**src/cil_pkg.sv**
```systemverilog
// Package for the camera I/O line control block: register map, field codes, timing.
// Assumes a 200 MHz pclk and a 32-bit APB register bus.
package cil_pkg;

    // ==========================================================
    // Register byte offsets
    localparam logic [11:0] CIL_SELECT_OFS = 12'h000;
    localparam logic [11:0] CIL_LINE_CFG_OFS = 12'h004;
    localparam logic [11:0] CIL_LINE_STATUS_OFS = 12'h008;
    localparam logic [11:0] CIL_USER_LEVEL_OFS = 12'h00C;
    localparam logic [11:0] CIL_PULSE_PERIOD_OFS = 12'h010;
    localparam logic [11:0] CIL_PULSE_HIGH_OFS = 12'h014;
    localparam logic [11:0] CIL_LAMP_OFS = 12'h018;

    // ==========================================================
    // Field positions within the line configuration word
    localparam int CIL_CFG_DIR_BIT = 0;
    localparam int CIL_CFG_POL_BIT = 1;
    localparam int CIL_CFG_SRC_LSB = 4;
    localparam int CIL_SRC_W = 4;

    // ==========================================================
    // Codes and reset values
    localparam logic [1:0] CIL_LINE_COUNT = 2'h3;
    localparam logic CIL_DIR_INPUT = 1'b0;
    localparam logic CIL_DIR_OUTPUT = 1'b1;
    localparam logic CIL_POL_RESET = 1'b1;
    localparam logic CIL_LAMP_RESET = 1'b1;
    localparam logic [3:0] CIL_SRC_RESET = 4'h8;

    typedef enum logic [3:0] {
        CIL_SRC_TRIGGER = 4'h0,
        CIL_SRC_EXPOSURE = 4'h1,
        CIL_SRC_STROBE = 4'h2,
        CIL_SRC_READOUT = 4'h3,
        CIL_SRC_USER_A = 4'h4,
        CIL_SRC_USER_B = 4'h5,
        CIL_SRC_USER_C = 4'h6,
        CIL_SRC_HIGH = 4'h7,
        CIL_SRC_LOW = 4'h8,
        CIL_SRC_PULSE = 4'h9
    } cil_src_t;

    // ==========================================================
    // Timing: pulse generator counts in microseconds
    localparam int CIL_CLK_MHZ = 200;
    localparam logic [7:0] CIL_US_CYCLES = 8'(CIL_CLK_MHZ);
    localparam logic [21:0] CIL_PERIOD_MIN_US = 22'd10;
    localparam logic [21:0] CIL_PERIOD_MAX_US = 22'd2000000;
    localparam logic [21:0] CIL_PERIOD_RESET_US = 22'd1000000;
    localparam logic [21:0] CIL_HIGH_MIN_US = 22'd1;
    localparam logic [21:0] CIL_HIGH_MAX_US = 22'd2000000;
    localparam logic [21:0] CIL_HIGH_RESET_US = 22'd500000;
    // Status lamp blink half period in ms when on a slow link
    localparam int CIL_BLINK_MS = 250;
    localparam logic [25:0] CIL_BLINK_CYCLES = 26'(CIL_BLINK_MS * CIL_CLK_MHZ * 1000);

    // Per-line settings carried as one group
    typedef struct packed {
        logic direction;
        logic polarity;
        cil_src_t source;
    } cil_line_cfg_t;

    // Camera timing sources feeding the output multiplexers
    typedef struct packed {
        logic trigger;
        logic exposure;
        logic strobe;
        logic readout_start;
        logic frame_out_done;
    } cil_cam_sig_t;

endpackage

```
**src/cil_io_line_ctrl.sv**
```systemverilog
// Camera I/O line control: three external lines, output multiplexers, pulse generator
// and the rear status lamp, configured over APB.
// Assumes camera timing inputs synchronous to pclk; pad logic joins out/oe/in per line.
//
// The implementer's own choices: the APB register port and the placing of the registers.
module cil_io_line_ctrl
(
    input wire logic pclk,
    input wire logic presetn,
    input wire logic clk_en,
    input wire logic psel,
    input wire logic penable,
    input wire logic pwrite,
    input wire logic [11:0] paddr,
    input wire logic [31:0] pwdata,
    output logic [31:0] prdata,
    output logic pready,
    output logic pslverr,
    input wire cil_pkg::cil_cam_sig_t cam_sig,
    input wire logic unit_ready,
    input wire logic usb_slow_link,
    input wire logic [2:0] line_in,
    output logic [2:0] line_out,
    output logic [2:0] line_oe,
    output logic status_lamp
);
    import cil_pkg::*;

    // ==========================================================
    // Helpers
    function automatic logic [21:0] clamp_us(input logic [21:0] v, input logic [21:0] lo,
                                             input logic [21:0] hi);
        clamp_us = (v < lo) ? lo : ((v > hi) ? hi : v);
    endfunction

    function automatic logic line_can_drive(input logic [1:0] idx);
        line_can_drive = (idx == 2'd1) || (idx == 2'd2);
    endfunction

    // ==========================================================
    // APB slave and register state
    logic [1:0] sel_q, sel_d;
    logic [2:0] user_q, user_d;
    logic [21:0] period_q, period_d;
    logic [21:0] high_q, high_d;
    logic lamp_en_q, lamp_en_d;
    logic [31:0] prdata_q, prdata_d;
    logic pready_q, pready_d;
    logic pslverr_q, pslverr_d;
    logic cfg_wr;
    cil_line_cfg_t cfg_wdata;
    cil_line_cfg_t cfg_sel;
    cil_line_cfg_t cfg_all [3];
    logic [2:0] in_level_q, in_level_d;

    logic setup;
    logic write_now;
    logic mapped;

    // Read data is captured at the setup edge so it stands with pready in the access cycle
    assign setup = psel && !penable;
    assign write_now = psel && penable && pready_q && pwrite;

    always_comb
    begin
        case (paddr)
            CIL_SELECT_OFS, CIL_LINE_CFG_OFS, CIL_LINE_STATUS_OFS, CIL_USER_LEVEL_OFS,
            CIL_PULSE_PERIOD_OFS, CIL_PULSE_HIGH_OFS, CIL_LAMP_OFS: mapped = 1'b1;
            default: mapped = 1'b0;
        endcase
    end

    assign cfg_wr = clk_en && write_now && mapped && (paddr == CIL_LINE_CFG_OFS);
    assign cfg_wdata = '{direction: pwdata[CIL_CFG_DIR_BIT],
                         polarity: pwdata[CIL_CFG_POL_BIT],
                         source: cil_src_t'(pwdata[CIL_CFG_SRC_LSB +: CIL_SRC_W])};

    cil_line_cfg_mem u_cfg
    (
        .pclk(pclk),
        .presetn(presetn),
        .clk_en(clk_en),
        .wr_en(cfg_wr),
        .wr_addr(sel_q),
        .wr_data(cfg_wdata),
        .rd_addr(sel_d), // Next select: the registered read already follows a fresh select
        .rd_data(cfg_sel),
        .cfg_all(cfg_all)
    );

    always_comb
    begin
        sel_d = sel_q;
        user_d = user_q;
        period_d = period_q;
        high_d = high_q;
        lamp_en_d = lamp_en_q;
        prdata_d = prdata_q;
        pready_d = 1'b0;
        pslverr_d = 1'b0;
        if (setup)
        begin
            pready_d = 1'b1;
            pslverr_d = !mapped;
        end
        if (write_now && mapped)
        begin
            case (paddr)
                CIL_SELECT_OFS:
                    if (pwdata[1:0] < CIL_LINE_COUNT)
                        sel_d = pwdata[1:0];
                CIL_USER_LEVEL_OFS: user_d = pwdata[2:0];
                CIL_PULSE_PERIOD_OFS:
                    period_d = clamp_us(pwdata[21:0], CIL_PERIOD_MIN_US,
                                        CIL_PERIOD_MAX_US);
                CIL_PULSE_HIGH_OFS:
                    high_d = clamp_us(pwdata[21:0], CIL_HIGH_MIN_US, CIL_HIGH_MAX_US);
                CIL_LAMP_OFS: lamp_en_d = pwdata[0];
                default: ;
            endcase
        end
        if (setup && !pwrite)
        begin
            case (paddr)
                CIL_SELECT_OFS: prdata_d = {30'h0, sel_q};
                CIL_LINE_CFG_OFS:
                    prdata_d = {24'h0, cfg_sel.source, 2'h0, cfg_sel.polarity,
                                cfg_sel.direction};
                CIL_LINE_STATUS_OFS: prdata_d = {31'h0, in_level_q[sel_q]};
                CIL_USER_LEVEL_OFS: prdata_d = {29'h0, user_q};
                CIL_PULSE_PERIOD_OFS: prdata_d = {10'h0, period_q};
                CIL_PULSE_HIGH_OFS: prdata_d = {10'h0, high_q};
                CIL_LAMP_OFS: prdata_d = {31'h0, lamp_en_q};
                default: prdata_d = 32'h0;
            endcase
        end
    end

    always_ff @(posedge pclk or negedge presetn)
    begin
        if (!presetn)
        begin
            sel_q <= 2'h0;
            user_q <= 3'h0;
            period_q <= CIL_PERIOD_RESET_US;
            high_q <= CIL_HIGH_RESET_US;
            lamp_en_q <= CIL_LAMP_RESET;
            prdata_q <= 32'h0;
            pready_q <= 1'b0;
            pslverr_q <= 1'b0;
        end
        else if (clk_en)
        begin
            sel_q <= sel_d;
            user_q <= user_d;
            period_q <= period_d;
            high_q <= high_d;
            lamp_en_q <= lamp_en_d;
            prdata_q <= prdata_d;
            pready_q <= pready_d;
            pslverr_q <= pslverr_d;
        end
    end

    // ==========================================================
    // Input level capture: only lines 1 and 2 have receivers
    always_comb
    begin
        in_level_d = 3'h0;
        in_level_d[0] = line_in[0];
        in_level_d[1] = line_in[1];
    end

    always_ff @(posedge pclk or negedge presetn)
    begin
        if (!presetn)
            in_level_q <= 3'h0;
        else if (clk_en)
            in_level_q <= in_level_d;
    end

    // ==========================================================
    // Sensor readout window
    typedef enum logic {CIL_RD_IDLE, CIL_RD_ACTIVE} cil_rd_state_t;
    cil_rd_state_t rd_st_q, rd_st_d;
    logic exposure_prev_q, exposure_prev_d;

    always_comb
    begin
        rd_st_d = rd_st_q;
        exposure_prev_d = cam_sig.exposure;
        case (rd_st_q)
            // Rise on exposure end, ahead of black rows and pixel output
            CIL_RD_IDLE:
                if ((exposure_prev_q && !cam_sig.exposure) || cam_sig.readout_start)
                    rd_st_d = CIL_RD_ACTIVE;
            CIL_RD_ACTIVE:
                if (cam_sig.frame_out_done)
                    rd_st_d = CIL_RD_IDLE;
            default: rd_st_d = CIL_RD_IDLE;
        endcase
    end

    always_ff @(posedge pclk or negedge presetn)
    begin
        if (!presetn)
        begin
            rd_st_q <= CIL_RD_IDLE;
            exposure_prev_q <= 1'b0;
        end
        else if (clk_en)
        begin
            rd_st_q <= rd_st_d;
            exposure_prev_q <= exposure_prev_d;
        end
    end

    // ==========================================================
    // Pulse generator: microsecond tick, then a period counter compared against the high time
    logic [7:0] us_cnt_q, us_cnt_d;
    logic [21:0] pg_cnt_q, pg_cnt_d;
    logic pulse_q, pulse_d;
    logic us_tick;

    assign us_tick = (us_cnt_q == CIL_US_CYCLES - 8'h1);

    always_comb
    begin
        us_cnt_d = us_tick ? 8'h0 : us_cnt_q + 8'h1;
        pg_cnt_d = pg_cnt_q;
        if (us_tick)
            pg_cnt_d = (pg_cnt_q >= period_q - 22'h1) ? 22'h0 : pg_cnt_q + 22'h1;
        // High phase leads each period; saturates high when high time covers it
        pulse_d = (high_q >= period_q) || (pg_cnt_d < high_q);
    end

    always_ff @(posedge pclk or negedge presetn)
    begin
        if (!presetn)
        begin
            us_cnt_q <= 8'h0;
            pg_cnt_q <= 22'h0;
            pulse_q <= 1'b1;
        end
        else if (clk_en)
        begin
            us_cnt_q <= us_cnt_d;
            pg_cnt_q <= pg_cnt_d;
            pulse_q <= pulse_d;
        end
    end

    // ==========================================================
    // Output multiplexers and pad drive
    logic [2:0] out_d, out_q;
    logic [2:0] oe_d, oe_q;

    always_comb
    begin
        logic src;
        src = 1'b0;
        out_d = 3'h0;
        oe_d = 3'h0;
        for (int i = 0; i < 3; i++)
        begin
            case (cfg_all[i].source)
                CIL_SRC_TRIGGER: src = cam_sig.trigger;
                CIL_SRC_EXPOSURE: src = cam_sig.exposure;
                CIL_SRC_STROBE: src = cam_sig.strobe;
                CIL_SRC_READOUT: src = (rd_st_q == CIL_RD_ACTIVE);
                CIL_SRC_USER_A: src = user_q[0];
                CIL_SRC_USER_B: src = user_q[1];
                CIL_SRC_USER_C: src = user_q[2];
                CIL_SRC_HIGH: src = 1'b1;
                CIL_SRC_LOW: src = 1'b0;
                CIL_SRC_PULSE: src = pulse_q;
                default: src = 1'b0;
            endcase
            // Line 1 has no driver, so even readout cannot reach it
            oe_d[i] = line_can_drive(2'(i))
                      && (cfg_all[i].direction == CIL_DIR_OUTPUT);
            out_d[i] = oe_d[i] && (src ^ cfg_all[i].polarity);
        end
    end

    always_ff @(posedge pclk or negedge presetn)
    begin
        if (!presetn)
        begin
            out_q <= 3'h0;
            oe_q <= 3'h0;
        end
        else if (clk_en)
        begin
            out_q <= out_d;
            oe_q <= oe_d;
        end
    end

    // ==========================================================
    // Status lamp
    logic [25:0] blink_cnt_q, blink_cnt_d;
    logic blink_q, blink_d;
    logic lamp_q, lamp_d;

    always_comb
    begin
        blink_cnt_d = blink_cnt_q + 26'h1;
        blink_d = blink_q;
        if (blink_cnt_q == CIL_BLINK_CYCLES - 26'h1)
        begin
            blink_cnt_d = 26'h0;
            blink_d = !blink_q;
        end
        lamp_d = 1'b0;
        if (lamp_en_q && unit_ready)
            lamp_d = usb_slow_link ? blink_q : 1'b1;
    end

    always_ff @(posedge pclk or negedge presetn)
    begin
        if (!presetn)
        begin
            blink_cnt_q <= 26'h0;
            blink_q <= 1'b0;
            lamp_q <= 1'b0;
        end
        else if (clk_en)
        begin
            blink_cnt_q <= blink_cnt_d;
            blink_q <= blink_d;
            lamp_q <= lamp_d;
        end
    end

    assign prdata = prdata_q;
    assign pready = pready_q;
    assign pslverr = pslverr_q;
    assign line_out = out_q;
    assign line_oe = oe_q;
    assign status_lamp = lamp_q;
endmodule

```
**src/cil_line_cfg_mem.sv**
```systemverilog
// Small per-line configuration store, three words, registered read port.
// Assumes one writer and reset values from cil_pkg.
module cil_line_cfg_mem
(
    input wire logic pclk,
    input wire logic presetn,
    input wire logic clk_en,
    input wire logic wr_en,
    input wire logic [1:0] wr_addr,
    input wire cil_pkg::cil_line_cfg_t wr_data,
    input wire logic [1:0] rd_addr,
    output cil_pkg::cil_line_cfg_t rd_data,
    output cil_pkg::cil_line_cfg_t cfg_all [3]
);
    import cil_pkg::*;

    cil_line_cfg_t mem_q [3];
    cil_line_cfg_t mem_d [3];
    cil_line_cfg_t rd_q;
    cil_line_cfg_t rd_d;

    always_comb
    begin
        mem_d = mem_q;
        rd_d = rd_q;
        if (clk_en)
        begin
            if (wr_en && wr_addr < CIL_LINE_COUNT)
                mem_d[wr_addr] = wr_data;
            rd_d = (rd_addr < CIL_LINE_COUNT) ? mem_d[rd_addr] : '0;
        end
    end

    always_ff @(posedge pclk or negedge presetn)
    begin
        if (!presetn)
        begin
            for (int i = 0; i < 3; i++)
                mem_q[i] <= '{direction: CIL_DIR_INPUT, polarity: CIL_POL_RESET,
                              source: cil_src_t'(CIL_SRC_RESET)};
            rd_q <= '{direction: CIL_DIR_INPUT, polarity: CIL_POL_RESET,
                      source: cil_src_t'(CIL_SRC_RESET)};
        end
        else
        begin
            mem_q <= mem_d;
            rd_q <= rd_d;
        end
    end

    assign rd_data = rd_q;
    assign cfg_all = mem_q;
endmodule

```
**config.mk**
```make
export PLATFORM = sky130hd
export DESIGN_NAME = cil_io_line_ctrl
export DESIGN_NICKNAME = d
export VERILOG_FILES = /design/src/cil_pkg.sv /design/src/cil_io_line_ctrl.sv /design/src/cil_line_cfg_mem.sv
export SDC_FILE = /design/constraint.sdc
export NUM_CORES = 1
export LEC_CHECK = 0
export ABC_CLOCK_PERIOD_IN_PS = 10100
export BUFFER_PORTS_ARGS = -buffer_cell sky130_fd_sc_hd__buf_4
export CAP_MARGIN = 20
export CORE_ASPECT_RATIO = 0.7
export CORE_MARGIN = 10
export CORE_UTILIZATION = 40
export CTS_BUF_LIST = sky130_fd_sc_hd__clkbuf_8
export DETAILED_ROUTE_END_ITERATION = 6
export GPL_TIMING_DRIVEN = 0
export HOLD_SLACK_MARGIN = 0.05
export MAX_ROUTING_LAYER = met4
export PLACE_DENSITY_LB_ADDON = 0.2
export SLEW_MARGIN = 20
export SYNTH_ARGS = -nofsm -noshare
export SYNTH_HDL_FRONTEND = slang
export SYNTH_SLANG_ARGS = --single-unit
```
**constraint.sdc**
```tcl
create_clock -name pclk -period 10.1 [get_ports pclk]
set_input_delay 1.515 -clock pclk [delete_from_list [all_inputs] [get_ports pclk]]
set_output_delay 1.515 -clock pclk [all_outputs]
set_load 0.02 [all_outputs]
```
Yosys cells after proc, flatten, opt, wreduce, memory -nomap -nowiden

Index checks and enable logic that the tools add are counted.

Register bits after elaboration: 175
Bits of input ports: 60
Output and inout port bits: 41
Logic and storage cells: 141

$add $sub $neg: 4
Order comparisons: 13
Equal/unequal tests: 24
Multiplexer cells: 32
Bitwise gates (word level): 5
Reductions and logical operators: 32

Operators by type and width:

| operator                | count |
|---|---|
| $pmux W22 S7            | 1 |
| $mux W22                | 5 |
| $ge A22 B22 Y1          | 2 |
| $eq A12 B5 Y1 const B   | 3 |
| $mux W18                | 2 |
| $eq A4 B3 Y1 const B    | 8 |
| $add A26 B1 Y26 const B | 1 |
| $eq A26 B26 Y1 const B  | 1 |
| $mux W26                | 1 |
| $eq A12 B4 Y1 const B   | 2 |
| $mux W6                 | 4 |
| $add A22 B1 Y22 const B | 1 |
| $gt A22 B21 Y1 const B  | 1 |
| $lt A22 B1 Y1 const B   | 1 |
| $lt A22 B22 Y1          | 1 |
| $lt A22 B4 Y1 const B   | 1 |
| $sub A22 B1 Y22 const B | 1 |
| $bwmux W18              | 1 |
| $pmux W1 S9             | 2 |
| $eq A4 B2 Y1 const B    | 4 |
| $logic_and A1 B1 Y1     | 15 |
| $bmux W6 S2             | 1 |
| $demux W6 S2            | 1 |
| $eq A12 B3 Y1 const B   | 1 |
| 23 further kinds        | 49 |

Depth between registers and ports, before layout

Gate-level depths: netlist of the first run.

Depth after elaboration: 13
Depth in mapped cells: 24
Depth with buffers taken out: 22

Cells and area by module

Synthesis of the first run repeated with hierarchy kept, for this count alone.

Cell total of the unflattened synthesis: 1,089
Area total of the unflattened synthesis: 10,343.7 µm²

Modules (own cells, without submodules):

| module           | instances | cells each | area each (µm²) | sequential area each (µm²) |
|---|---|---|---|---|
| cil_io_line_ctrl | 1         | 998        | 9,121.2         | 3,548.4 |
| cil_line_cfg_mem | 1         | 91         | 1,222.4         | 610.6 |

Worst setup path before layout of the first run

Ideal clock, no wire load.

Path type: register to register
From: reg period_q[2]
To: reg pulse_q
Library setup time: 0.081 ns
Data arrival time: 4.772 ns
Required time: 10.019 ns
Setup slack: 5.246 ns
Stages on the path, launching flop included: 23
Period minus slack after synthesis: 4.854 ns
Cell sequence: dfrtp_1 nor3_1 nand3_1 nor2_1 nand2_1 nor4_1 xnor2_1 ha_1 nand4_1 nor2_1 a221oi_1 o21ai_1 or2_2 clkbuf_1 buf_2 a21oi_1 ha_1 a21o_1 a211o_1 a41oi_1 o21ai_0 or3_1 o211ai_1

Cells in the longest elaborated chain, start to end: 6
Elaborated cells on any way between the ends: 7

Ends and longest elaborated chain:

| what                     | line                    | source |
|---|---|---|
| start: declaration       | cil_io_line_ctrl.sv:44  | `logic [21:0] period_q, period_d;` |
| start signal: assignment | cil_io_line_ctrl.sv:156 | `period_q <= period_d;` |
| $sub A22 B1 Y22          | cil_io_line_ctrl.sv:232 | `pg_cnt_d = (pg_cnt_q >= period_q - 22'h1) ? 22'h0 : pg_cnt_q + 22'h1;` |
| $ge A22 B22 Y1           | cil_io_line_ctrl.sv:232 |  |
| $mux W22                 | cil_io_line_ctrl.sv:232 |  |
| $mux W22                 | cil_io_line_ctrl.sv:231 | `if (us_tick)` |
| net pg_cnt_d[11]         | cil_io_line_ctrl.sv:221 | `logic [21:0] pg_cnt_q, pg_cnt_d;` |
| $lt A22 B22 Y1           | cil_io_line_ctrl.sv:234 | `pulse_d = (high_q >= period_q) \|\| (pg_cnt_d < high_q);` |
| $logic_or A1 B1 Y1       | cil_io_line_ctrl.sv:234 |  |
| end signal: assignment   | cil_io_line_ctrl.sv:249 | `pulse_q <= pulse_d;` |
| end: declaration         | cil_io_line_ctrl.sv:222 | `logic pulse_q, pulse_d;` |

The timed path passes the listed nets, and every way through them passes these cells.
A chain may end at the register's enable or synchronous reset.

Worst setup path in the final report of the first run

Ends and elaborated chain as after synthesis.

==> results of run 1 <==
==> report_power, final <==
part           switching, uW  internal [uW]  leakage, uW  total (uW)
Sequential              45.4            706      0.00208         752
Clock                    300            185     0.000200         485
Combinational            108           85.6      0.00289         193
==> metrics by stage <==
step,cells,cell area [um^2],worst slack [ns],utilization (%)
2_1_floorplan,1098,10300,5.25,-
3_5_place_dp,1502,11300,4.25,45.3
5_1_grt,1534,11700,3.62,46.9
4_1_cts,1534,11700,4.24,46.9
6_report,1534,11700,4.17,46.9
3_3_place_gp,1500,11200,4.32,45.1
==> cell usage after synthesis (all sizes together) (3+ instances only) <==
cell | number | area share, %
ha | 69 | 8.4
dfrtp | 141 | 35
and4b | 3 | 0.31
nand3 | 43 | 2.1
xor2 | 41 | 3.5
or3 | 5 | 0.31
mux2i | 12 | 1.2
buf | 29 | 1.8
nor4 | 15 | 1.2
a211o | 3 | 0.26
a221o | 3 | 0.29
o21ai | 45 | 2.2
or2 | 5 | 0.31
nor2 | 93 | 3.5
nand2b | 3 | 0.18
a22o | 14 | 1.2
a21oi | 76 | 3.8
o21bai | 5 | 0.37
o22ai | 6 | 0.37
o211ai | 4 | 0.29
nor3 | 29 | 1.6
a22oi | 26 | 1.9
a211oi | 6 | 0.44
clkbuf | 32 | 1.2
a32o | 8 | 0.78
and2 | 5 | 0.31
a31oi | 8 | 0.49
nor2b | 5 | 0.31
xnor2 | 43 | 3.7
nand2 | 88 | 3.3
o221ai | 13 | 1.1
dfstp | 24 | 6.2
nand4 | 28 | 1.8
mux2 | 21 | 2.3
nor4b | 5 | 0.87
inv | 70 | 2.6
and3 | 16 | 1.0
a21o | 6 | 0.51
o31a | 3 | 0.26
and4 | 7 | 0.60
==> layer usage <==
layer  vias to the layer above  global-route usage (%)  share of wire (%)
li1                       4124                       -                  -
met1                      4147                    29.2                 54
met2                       239                    23.4                 39
met3                        27                    3.37                5.8
met4                         0                    4.40                1.3
met5                         -                       -                  0
==> kinds of logic (layout without fill, tap and decap cells) <==
kind of cell | after synthesis | in the layout | synth area share [%]
AO/OA/AOI/OAI | 242 | 242 | 15.7
XOR/XNOR | 84 | 84 | 7.20
adder cells (fa/ha/maj) | 69 | 69 | 8.44
buffers and inverters | 131 | 242 | 5.51
flip-flops | 165 | 165 | 40.7
multiplexers | 35 | 35 | 3.93
other | 1 | 12 | 0.0367
AND/OR/NAND/NOR | 360 | 360 | 18.6
==> registers in the layout, indices dropped and copies added (netlist names), 2 cells and up <==
name	flops
prdata	22
blink_cnt_q	26
line_out	2
line_oe	2
user_q	3
u_cfg.rd_data	6
pg_cnt_q	22
u_cfg.cfg_all	18
sel_q	2
high_q	22
period_q	22
in_level_q	2
us_cnt_q	8
==> how the worst min path moves through the flow <==
stage,from,end,slack (ns),cells after the start
floorplan,blink_cnt_q[4],blink_cnt_q[4],0.44,1
global placement,blink_cnt_q[4],blink_cnt_q[4],0.46,1
detailed placement,blink_cnt_q[4],blink_cnt_q[4],0.46,1
CTS,blink_cnt_q[4],blink_cnt_q[4],0.48,1
global route,blink_cnt_q[4],blink_cnt_q[4],0.51,1
finish,blink_cnt_q[4],blink_cnt_q[4],0.47,1
==> layout make-up <==
cell class,instances,share of cell area (%)
Buffer,61,2.57
Clock buffer,17,2.00
Clock inverter,15,1.31
Inverter,70,2.25
Multi-Input combinational cell,802,47.5
Sequential cell,165,35.6
Tap cell,325,3.48
Timing Repair Buffer,79,5.31
==> placed cells by master, fill, tap and decap left out, types with 14 or more instances in the layout <==
cell,n
dfstp_2,24
clkbuf_8,17
ha_1,69
xnor2_1,43
o21ai_0,42
nor3_1,27
buf_2,14
and3_1,15
nand2_1,87
mux2_2,21
nand4_1,27
dfrtp_1,141
a22o_1,14
inv_1,70
clkbuf_1,31
nor2_1,92
a22oi_1,26
nand3_1,43
a21oi_1,75
buf_4,89
xor2_1,41
==> summary.md, run 1 <==
| Metric | Value |
|---|---|
| Final GP Congestion | 0.884 |
| Routed vias | 8537 |
| Final total power | 1430 uW |
| Antenna violations before repair | 0 |
| CTS sink cnt | 165 |
| Cts bufs inserted | 17 |
| Largest net degree at the start of global routing | 90 |
| # DRC | 0 |
| CP Launch Point | period_q[2] |
| Post-DP HPWL | 22500 um |
| CTS tree | built |
| Pins Over Slew Limit | 0 |
| Status | complete, no violations |
| RSZ-0062 raised after global routing | false |
| Hold Slack | 0.473 ns |
| R2r startpoint | period_q[2] |
| Leakage | 0.00518 uW |
| CTS max path bufs | 2 |
| Fin crit period | 5.93 ns |
| H-tree depth | 4 |
| Die Footprint | 32500 um^2 |
| Req. time, crit path | 10.52 ns |
| Critical path's slowest cell | nor3_1 |
| Crit Reg-Reg Endpoint | pulse_q |
| GRT Total Usage | 18.6% |
| Clock transition at path regs | 0.10 ns |
| CP peak stage delay | 0.59 ns |
| Post-synth EDFFs | 0 |
| Clk_skew | 0.0141 ns |
| Yosys reg bits | 165 |
| Worst Reg-to-Reg Cells | 21 |
| Initial Util | 41.0% |
| Antenna fix cells | 0 |
| Peak VDD IR | 0.0928 mV |
| Final Cycle Share | 58.7% |
| Routed length per instance | 19.1 um |
| Crit Path Class | flop to flop |
| Vias per cell | 5.57 |
| Multi-input logic area | 5550 um^2 |
| Cts repair resizes | 0 |
| Stages on the worst setup path | 21 |
| Nets | 1325 |
| Crit path cell chain | nor3_1 -> nand3_1 -> nor2_1 -> nand2_1 -> nor4_1 -> xnor2_1 -> ha_1 -> nand4_1 -> nor2_1 -> a221oi_1 -> o21ai_1 -> or2_2 -> clkbuf_1 -> o21ai_0 -> ha_1 -> a21oi_1 -> o21ai_0 -> a2111oi_0 -> nor2_1 -> or3_1 -> o211ai_1 |
| Register cell area after layout | 4160 um^2 |
| Largest delay share family, worst path | simple AND/OR/NAND/NOR gates |
| Ratio of cells with drive above 1 in the final layout | 17.5% |
| Root Driver | clkbuf_8 |
| YS warnings | 0 |
| Vias in the first global route | 8107 |
| Layout area overhead | 14.3% |
| Share of flip-flops with an asynchronous set or reset | 100% |
| Critical path destination | pulse_q |
| Fmax | 169 MHz |
| Final Hold Viols | 0 |
| Crit-path max FO | 10 |
| Worst EP arrival | 6.35 ns |
| Primary FF master, synth | dfrtp_1 |
| Hold Crit Class | flop to flop |
| Routed WL | 29300 um |
| Post-route ant nets | 0 |
| Fill count | 2407 |
| Gr ovfl total | 0 |
| # hold bufs at CTS | 0 |
| Drt pass-1 iters | 5 |
| Max-capacitance violation count | 0 |
| Global-route wire length before repair | 46600 um |
| Mean Syn Cell Area | 9.41 um^2 |
| Skew-Pair Late Insertion Delay | 0.49 ns |
| Cell repeated most along the worst path | nor2_1 |
| Row cnt | 48 |
| Worst slew margin | 42.6% |
| Chip Width | 211 um |
| R2r setup slk | 4.17 ns |
| Post-CTS setup buffers | 0 |
| Initial drt markers | 794 |
| Total negative setup slack | 0 ns |
| Cell Pwr Density | 122 nW/um^2 |
| # IOs | 101 |
| Critical path endpoint category | flop |
| Worst Tran Pin Value | 0.853 ns |
| I/O Buffers | 77 |
| Core area | 24900 um^2 |
| Mapped cell area | 10200 um^2 |
| Sequential share of the synthesized area | 40.7% |
| Final setup viols | 0 |
| CP startpoint kind | flop |
| CP Buf/Inv Count | 1 |
| Synth cell types | 82 |
| Height of the die | 154 um |
| Post-Syn Instances | 1087 |
Power figures use the tool's default switching activity.
==> inputs of run 2 (changes only) <==
ABC_AREA = 1   (was not set)
ABC_CLOCK_PERIOD_IN_PS = 5800   (was 10100)
clock period = 5.8 ns   (was 10.1 ns; I/O delays follow)
==> summary.md, run 2 <==
| Metric | Value |
|---|---|
| Status | complete, no violations |
| Cts repair resizes | 0 |
| Cell taking the most area after synthesis | dfrtp_1 |
| Root Driver | clkbuf_8 |
| Layout area overhead | 14.2% |
| CTS tree | built |
| # hold bufs at CTS | 0 |
| Initial Util | 40.7% |
| Die Footprint | 34400 um^2 |
| Post-route ant nets | 0 |
| YS warnings | 0 |
| Synth top area share | 32.3% |
| Post-DP HPWL | 25200 um |
| Primary FF master, synth | dfrtp_1 |
| GRT Total Usage | 19.6% |
| Reg with most FFs | blink_cnt_q |
| Initial drt markers | 825 |
| Clock power frac | 34.9% |
| Routed WL | 31900 um |
| Share of flip-flops with an asynchronous set or reset | 100% |
| Vias in the first global route | 9330 |
| Switching Share | 31.7% |
| Worst slew margin | 37.8% |
| Critical path's slowest cell | dfrtp_1 |
| Max reg flops | 26 |
| Count leader, synth | nand2_1 |
| Antenna violations before repair | 0 |
| Gate power share | 16.7% |
| Drt pass-1 iters | 5 |
| Fin crit period | 4.93 ns |
| Global-route wire length before repair | 51100 um |
| H-tree depth | 4 |
| Cell repeated most along the worst path | nand2_1 |
| Core area | 26800 um^2 |
| CP startpoint kind | flop |
| Total negative setup slack | 0 ns |
| Synth cell count leaders | nand2_1, inv_1, dfrtp_1 |
| # DRC | 0 |
| Final Hold Viols | 0 |
| Crit Path Class | flop to flop |
| Area contributors post-synth | dfrtp_1, nand2_1, ha_1 |
| Skew-Pair Late Insertion Delay | 0.50 ns |
| Vias per cell | 5.11 |
| CP peak stage delay | 0.41 ns |
| Final setup viols | 0 |
| CTS max path bufs | 2 |
| Fmax | 203 MHz |
| Worst Tran Pin Value | 0.926 ns |
| Commonest non-fill, non-tap cell in the layout | nand2_1 |
| Post-synth EDFFs | 0 |
| Mean Syn Cell Area | 7.57 um^2 |
| Crit-path max FO | 10 |
| Sequential share of the synthesized area | 38.1% |
| Pins Over Slew Limit | 0 |
| Largest net degree at the start of global routing | 85 |
| Fill count | 2706 |
| Max-capacitance violation count | 0 |
| I/O Buffers | 76 |
| RSZ-0062 raised after global routing | false |
| Internal | 1900 uW |
| NetSw | 882 uW |
| Post-Syn Instances | 1441 |
| Gr ovfl total | 0 |
| Register cell area after layout | 4160 um^2 |
| Height of the die | 158 um |
| Synth cell types | 56 |
| Chip Width | 217 um |
| Sequential power share | 48.4% |
| Critical path endpoint category | flop |
| Antenna fix cells | 0 |
| Ratio of cells with drive above 1 in the final layout | 15.0% |
| # IOs | 101 |
| Routed vias | 9842 |
| Leakage | 0.00624 uW |
| Mapped cell area | 10900 um^2 |
| Most frequent cells in the layout | nand2_1, inv_1, dfrtp_1 |
| Clock transition at path regs | 0.10 ns |
| Req. time, crit path | 6.24 ns |
| Nets | 1677 |
| Post-CTS setup buffers | 0 |
| Routed length per instance | 16.6 um |
| Row cnt | 50 |
| Hold Slack | 0.320 ns |
| Worst EP arrival | 5.37 ns |
| Final GP Congestion | 0.928 |
| CTS sink cnt | 165 |
| Hold Crit Class | primary input to async pin |
| Clk_skew | 0.0147 ns |
| Cts bufs inserted | 17 |
| Yosys reg bits | 165 |
| Final Cycle Share | 85.0% |
| Peak VDD IR | 0.141 mV |
| Multi-input logic area | 5760 um^2 |
| Cell Pwr Density | 223 nW/um^2 |
run 2: power by group through the flow:
| stage | logic [uW] | clock network (uW) | registers, uW |
|---|---|---|---|
| after floorplan | 307 | 0 | 1340 |
| after global placement | 445 | 0 | 1360 |
| after detailed placement | 465 | 0 | 1360 |
| after CTS | 465 | 989 | 1340 |
| after global routing | 533 | 1030 | 1360 |
| final | 465 | 969 | 1350 |
run 2: critical path: cells and delay by family, from the launching register on:
family                     cells  cell delay (ns)
and+or+nand+nor               17             2.39
adders and majority gates      3             0.88
buffers and inverters          6             0.79
DFF                            1             0.41
xor gates and xnor gates       1             0.20
AOI/OAI and AO/OA              2             0.19
run 2: layer usage:
metal / vias up / part of all wire [%] / track usage [%]
met3: 23 / 6.1 / 4.04
met1: 4621 / 53 / 29.2
met5: - / 0 / -
met2: 273 / 39 / 25.8
li1: 4925 / - / -
met4: 0 / 1.3 / 5.01
run 2: area by class of cell:
cell class | instances | share of cell area [%]
clock buffer | 18 | 1.99
multi-input combinational | 1038 | 46.2
buffer | 46 | 2.18
timing repair buffer | 77 | 4.86
sequential | 165 | 33.4
clock inverter | 14 | 1.59
tap | 364 | 3.66
inverter | 203 | 6.13
run 2: through the flow:
step | utilization [%] | total power [uW] | instance area, um^2 | setup slack [ns] | instances
finish | 46.5 | 2780 | 12500 | 0.869 | 1925
detailed placement | 44.9 | 1830 | 12000 | 0.883 | 1893
floorplan | - | 1640 | 11000 | 1.76 | 1452
CTS | 46.5 | 2800 | 12500 | 0.840 | 1925
global placement | 44.7 | 1810 | 12000 | 0.976 | 1892
global route | 46.5 | 2930 | 12500 | 0.344 | 1925
run 2: logic make-up (layout without fill, tap and decap cells):
logic type      count (synthesis)  after routing  share of synthesized area, %
flops                         165            165                          38.1
simple gates                  678            678                          28.0
xor+xnor                       44             44                          3.53
fa+ha+maj                      69             69                          7.91
other cells                     1             12                        0.0344
buf+inv                       249            358                          9.48
compound gates                235            235                          12.9
run 2: final timing paths:
path | start | to | slack, ns | cells past startpoint
setup / recovery | period_q[0] | pulse_q | 0.87 | 29
hold / removal | presetn | blink_cnt_q[20] | 0.32 | 1
setup reg to reg | period_q[0] | pulse_q | 0.87 | 29
hold reg to reg | blink_cnt_q[23] | blink_cnt_q[23] | 0.47 | 1
max in group asynchronous | presetn | period_q[14] | 4.54 | 2
min in group pclk | blink_cnt_q[23] | blink_cnt_q[23] | 0.47 | 1
==> inputs of run 3 (changes only) <==
ABC_CLOCK_PERIOD_IN_PS = 4500   (was 5800)
CTS_BUF_LIST = not set   (was sky130_fd_sc_hd__clkbuf_8)
GPL_TIMING_DRIVEN = not set   (was 0)
clock period = 4.5 ns   (was 5.8 ns; I/O delays follow)
==> summary.md, run 3 (synthesis gave the netlist of run 2 again) <==
| Metric | Value |
|---|---|
| Routed vias | 9678 |
| Worst slew margin | 28.1% |
| R2r startpoint | period_q[2] |
| Dpl cells | 1864 |
| Vias per cell | 5.10 |
| CP Launch Point | period_q[2] |
| CTS tree | built |
| Fmax | 231 MHz |
| Gr ovfl total | 0 |
| Final setup viols | 0 |
| Fin crit period | 4.33 ns |
| Root Driver | clkbuf_16 |
| Reg with most FFs | blink_cnt_q |
| Antenna fix cells | 0 |
| Crit-path max FO | 11 |
| # hold bufs at CTS | 0 |
| Die Footprint | 34400 um^2 |
| Clock transition at path regs | 0.07 ns |
| Fill count | 2687 |
| Critical path's slowest cell | dfrtp_1 |
| Req. time, crit path | 4.86 ns |
| Row cnt | 50 |
| I/O Buffers | 77 |
| CTS sink cnt | 165 |
| Post-DP HPWL | 23200 um |
| Initial Util | 40.7% |
| Layout area overhead | 15.3% |
| Cts bufs inserted | 17 |
| Ratio of cells with drive above 1 in the final layout | 15.8% |
| Nets | 1651 |
| Core area | 26800 um^2 |
| Chip Width | 217 um |
| CP startpoint kind | flop |
| Routed WL | 30500 um |
| Placed Area | 11900 um^2 |
| Height of the die | 158 um |
| Antenna violations before repair | 0 |
| Peak VDD IR | 0.243 mV |
| CTS max path bufs | 2 |
| # DRC | 0 |
| Most frequent cells in the layout | nand2_1, inv_1, dfrtp_1 |
| Pins Over Slew Limit | 0 |
| CP peak stage delay | 0.40 ns |
| Status | complete, no violations |
| Cell repeated most along the worst path | nand3_1 |
| Largest net degree at the start of global routing | 102 |
| # IOs | 101 |
| Final Cycle Share | 96.2% |
| Crit Path Class | flop to flop |
| RSZ-0062 raised after global routing | true |
| GRT Total Usage | 18.3% |
| Skew-Pair Late Insertion Delay | 0.44 ns |
| Initial drt markers | 756 |
| Hold Crit Class | primary input to async pin |
| Drt pass-1 iters | 5 |
| Post-route ant nets | 0 |
| Critical path endpoint category | flop |
| Final Hold Viols | 0 |
| Routed length per instance | 16.1 um |
| Clk_skew | 0.0136 ns |
| Non-filler instance count after layout | 1899 |
| Post-route cell area | 12600 um^2 |
| Worst Tran Pin Value | 1.08 ns |
| Register cell area after layout | 4160 um^2 |
| Cell Pwr Density | 309 nW/um^2 |
| Vias in the first global route | 8844 |
| Leakage | 0.00626 uW |
| Multi-input logic area | 5830 um^2 |
| Global-route wire length before repair | 48700 um |
| Total negative setup slack | 0 ns |
| Hold Slack | 0.355 ns |
| H-tree depth | 4 |
| Commonest non-fill, non-tap cell in the layout | nand2_1 |
| Worst EP arrival | 4.69 ns |
| Max-capacitance violation count | 0 |
| Max reg flops | 26 |
| Final GP Congestion | 0.913 |
==> run 3: cell types whose count changed in the layout (fill, tap and decap cells not counted), sizes merged <==
cell / previous run / this run
clkbuf: 40 / 18
clkinv: 9 / 4
buf: 101 / 97
clkinvlp: 1 / 4
inv: 203 / 206
bufinv: 4 / 3
==> run 3: final cells by class <==
cell class,instances,share of cell area (%)
Clock buffer,18,3.41
Clock inverter,14,1.50
Inverter,203,6.09
Multi-Input combinational cell,1038,46.4
Sequential cell,165,33.1
Tap cell,364,3.62
Timing Repair Buffer,97,5.92
==> run 3: metal layers <==
layer	global-route usage, %	routed length, um
met3	3.64	1790
met2	23.2	11700
met4	3.98	258
met5	-	0
met1	28.4	16700
==> run 3: worst paths after layout <==
path,slack [ns],cells after the start,to
hold / removal,0.35,1,blink_cnt_q[23]
min in group pclk,0.44,3,in_level_q[1]
hold reg to reg,0.47,1,blink_cnt_q[23]
max in group asynchronous,3.20,2,period_q[14]
setup / recovery,0.17,29,pulse_q
setup reg to reg,0.17,29,pulse_q
==> run 3: power by group <==
| group | switching [uW] | internal (uW) | total (uW) |
|---|---|---|---|
| logic | 366 | 216 | 582 |
| registers | 138 | 1610 | 1740 |
| clock network | 671 | 889 | 1560 |
==> run 3: what timing repair did <==
item                       CTS  global route
pin swaps                    0             4
setup endpoints to repair    1             1
setup buffers                0             3
resized for setup            2            16
==> run 3: critical path: cells and delay by family, from the launching register on <==
| kind | cells | cell delay (ns) |
|---|---|---|
| adders and majority gates | 2 | 0.55 |
| DFF | 1 | 0.40 |
| xor gates and xnor gates | 1 | 0.20 |
| AOI/OAI and AO/OA | 6 | 0.78 |
| and+or+nand+nor | 15 | 1.71 |
| buffers and inverters | 5 | 0.59 |
==> run 3: per-stage QoR <==
step,util [%],total power (uW),setup WS [ns]
6_report,47.0,3880,0.170
5_1_grt,47.0,4090,-0.157
4_1_cts,46.6,3900,0.000223
3_5_place_dp,44.3,2330,-0.0277
3_3_place_gp,44.3,2320,0.0725
2_1_floorplan,-,2120,0.459
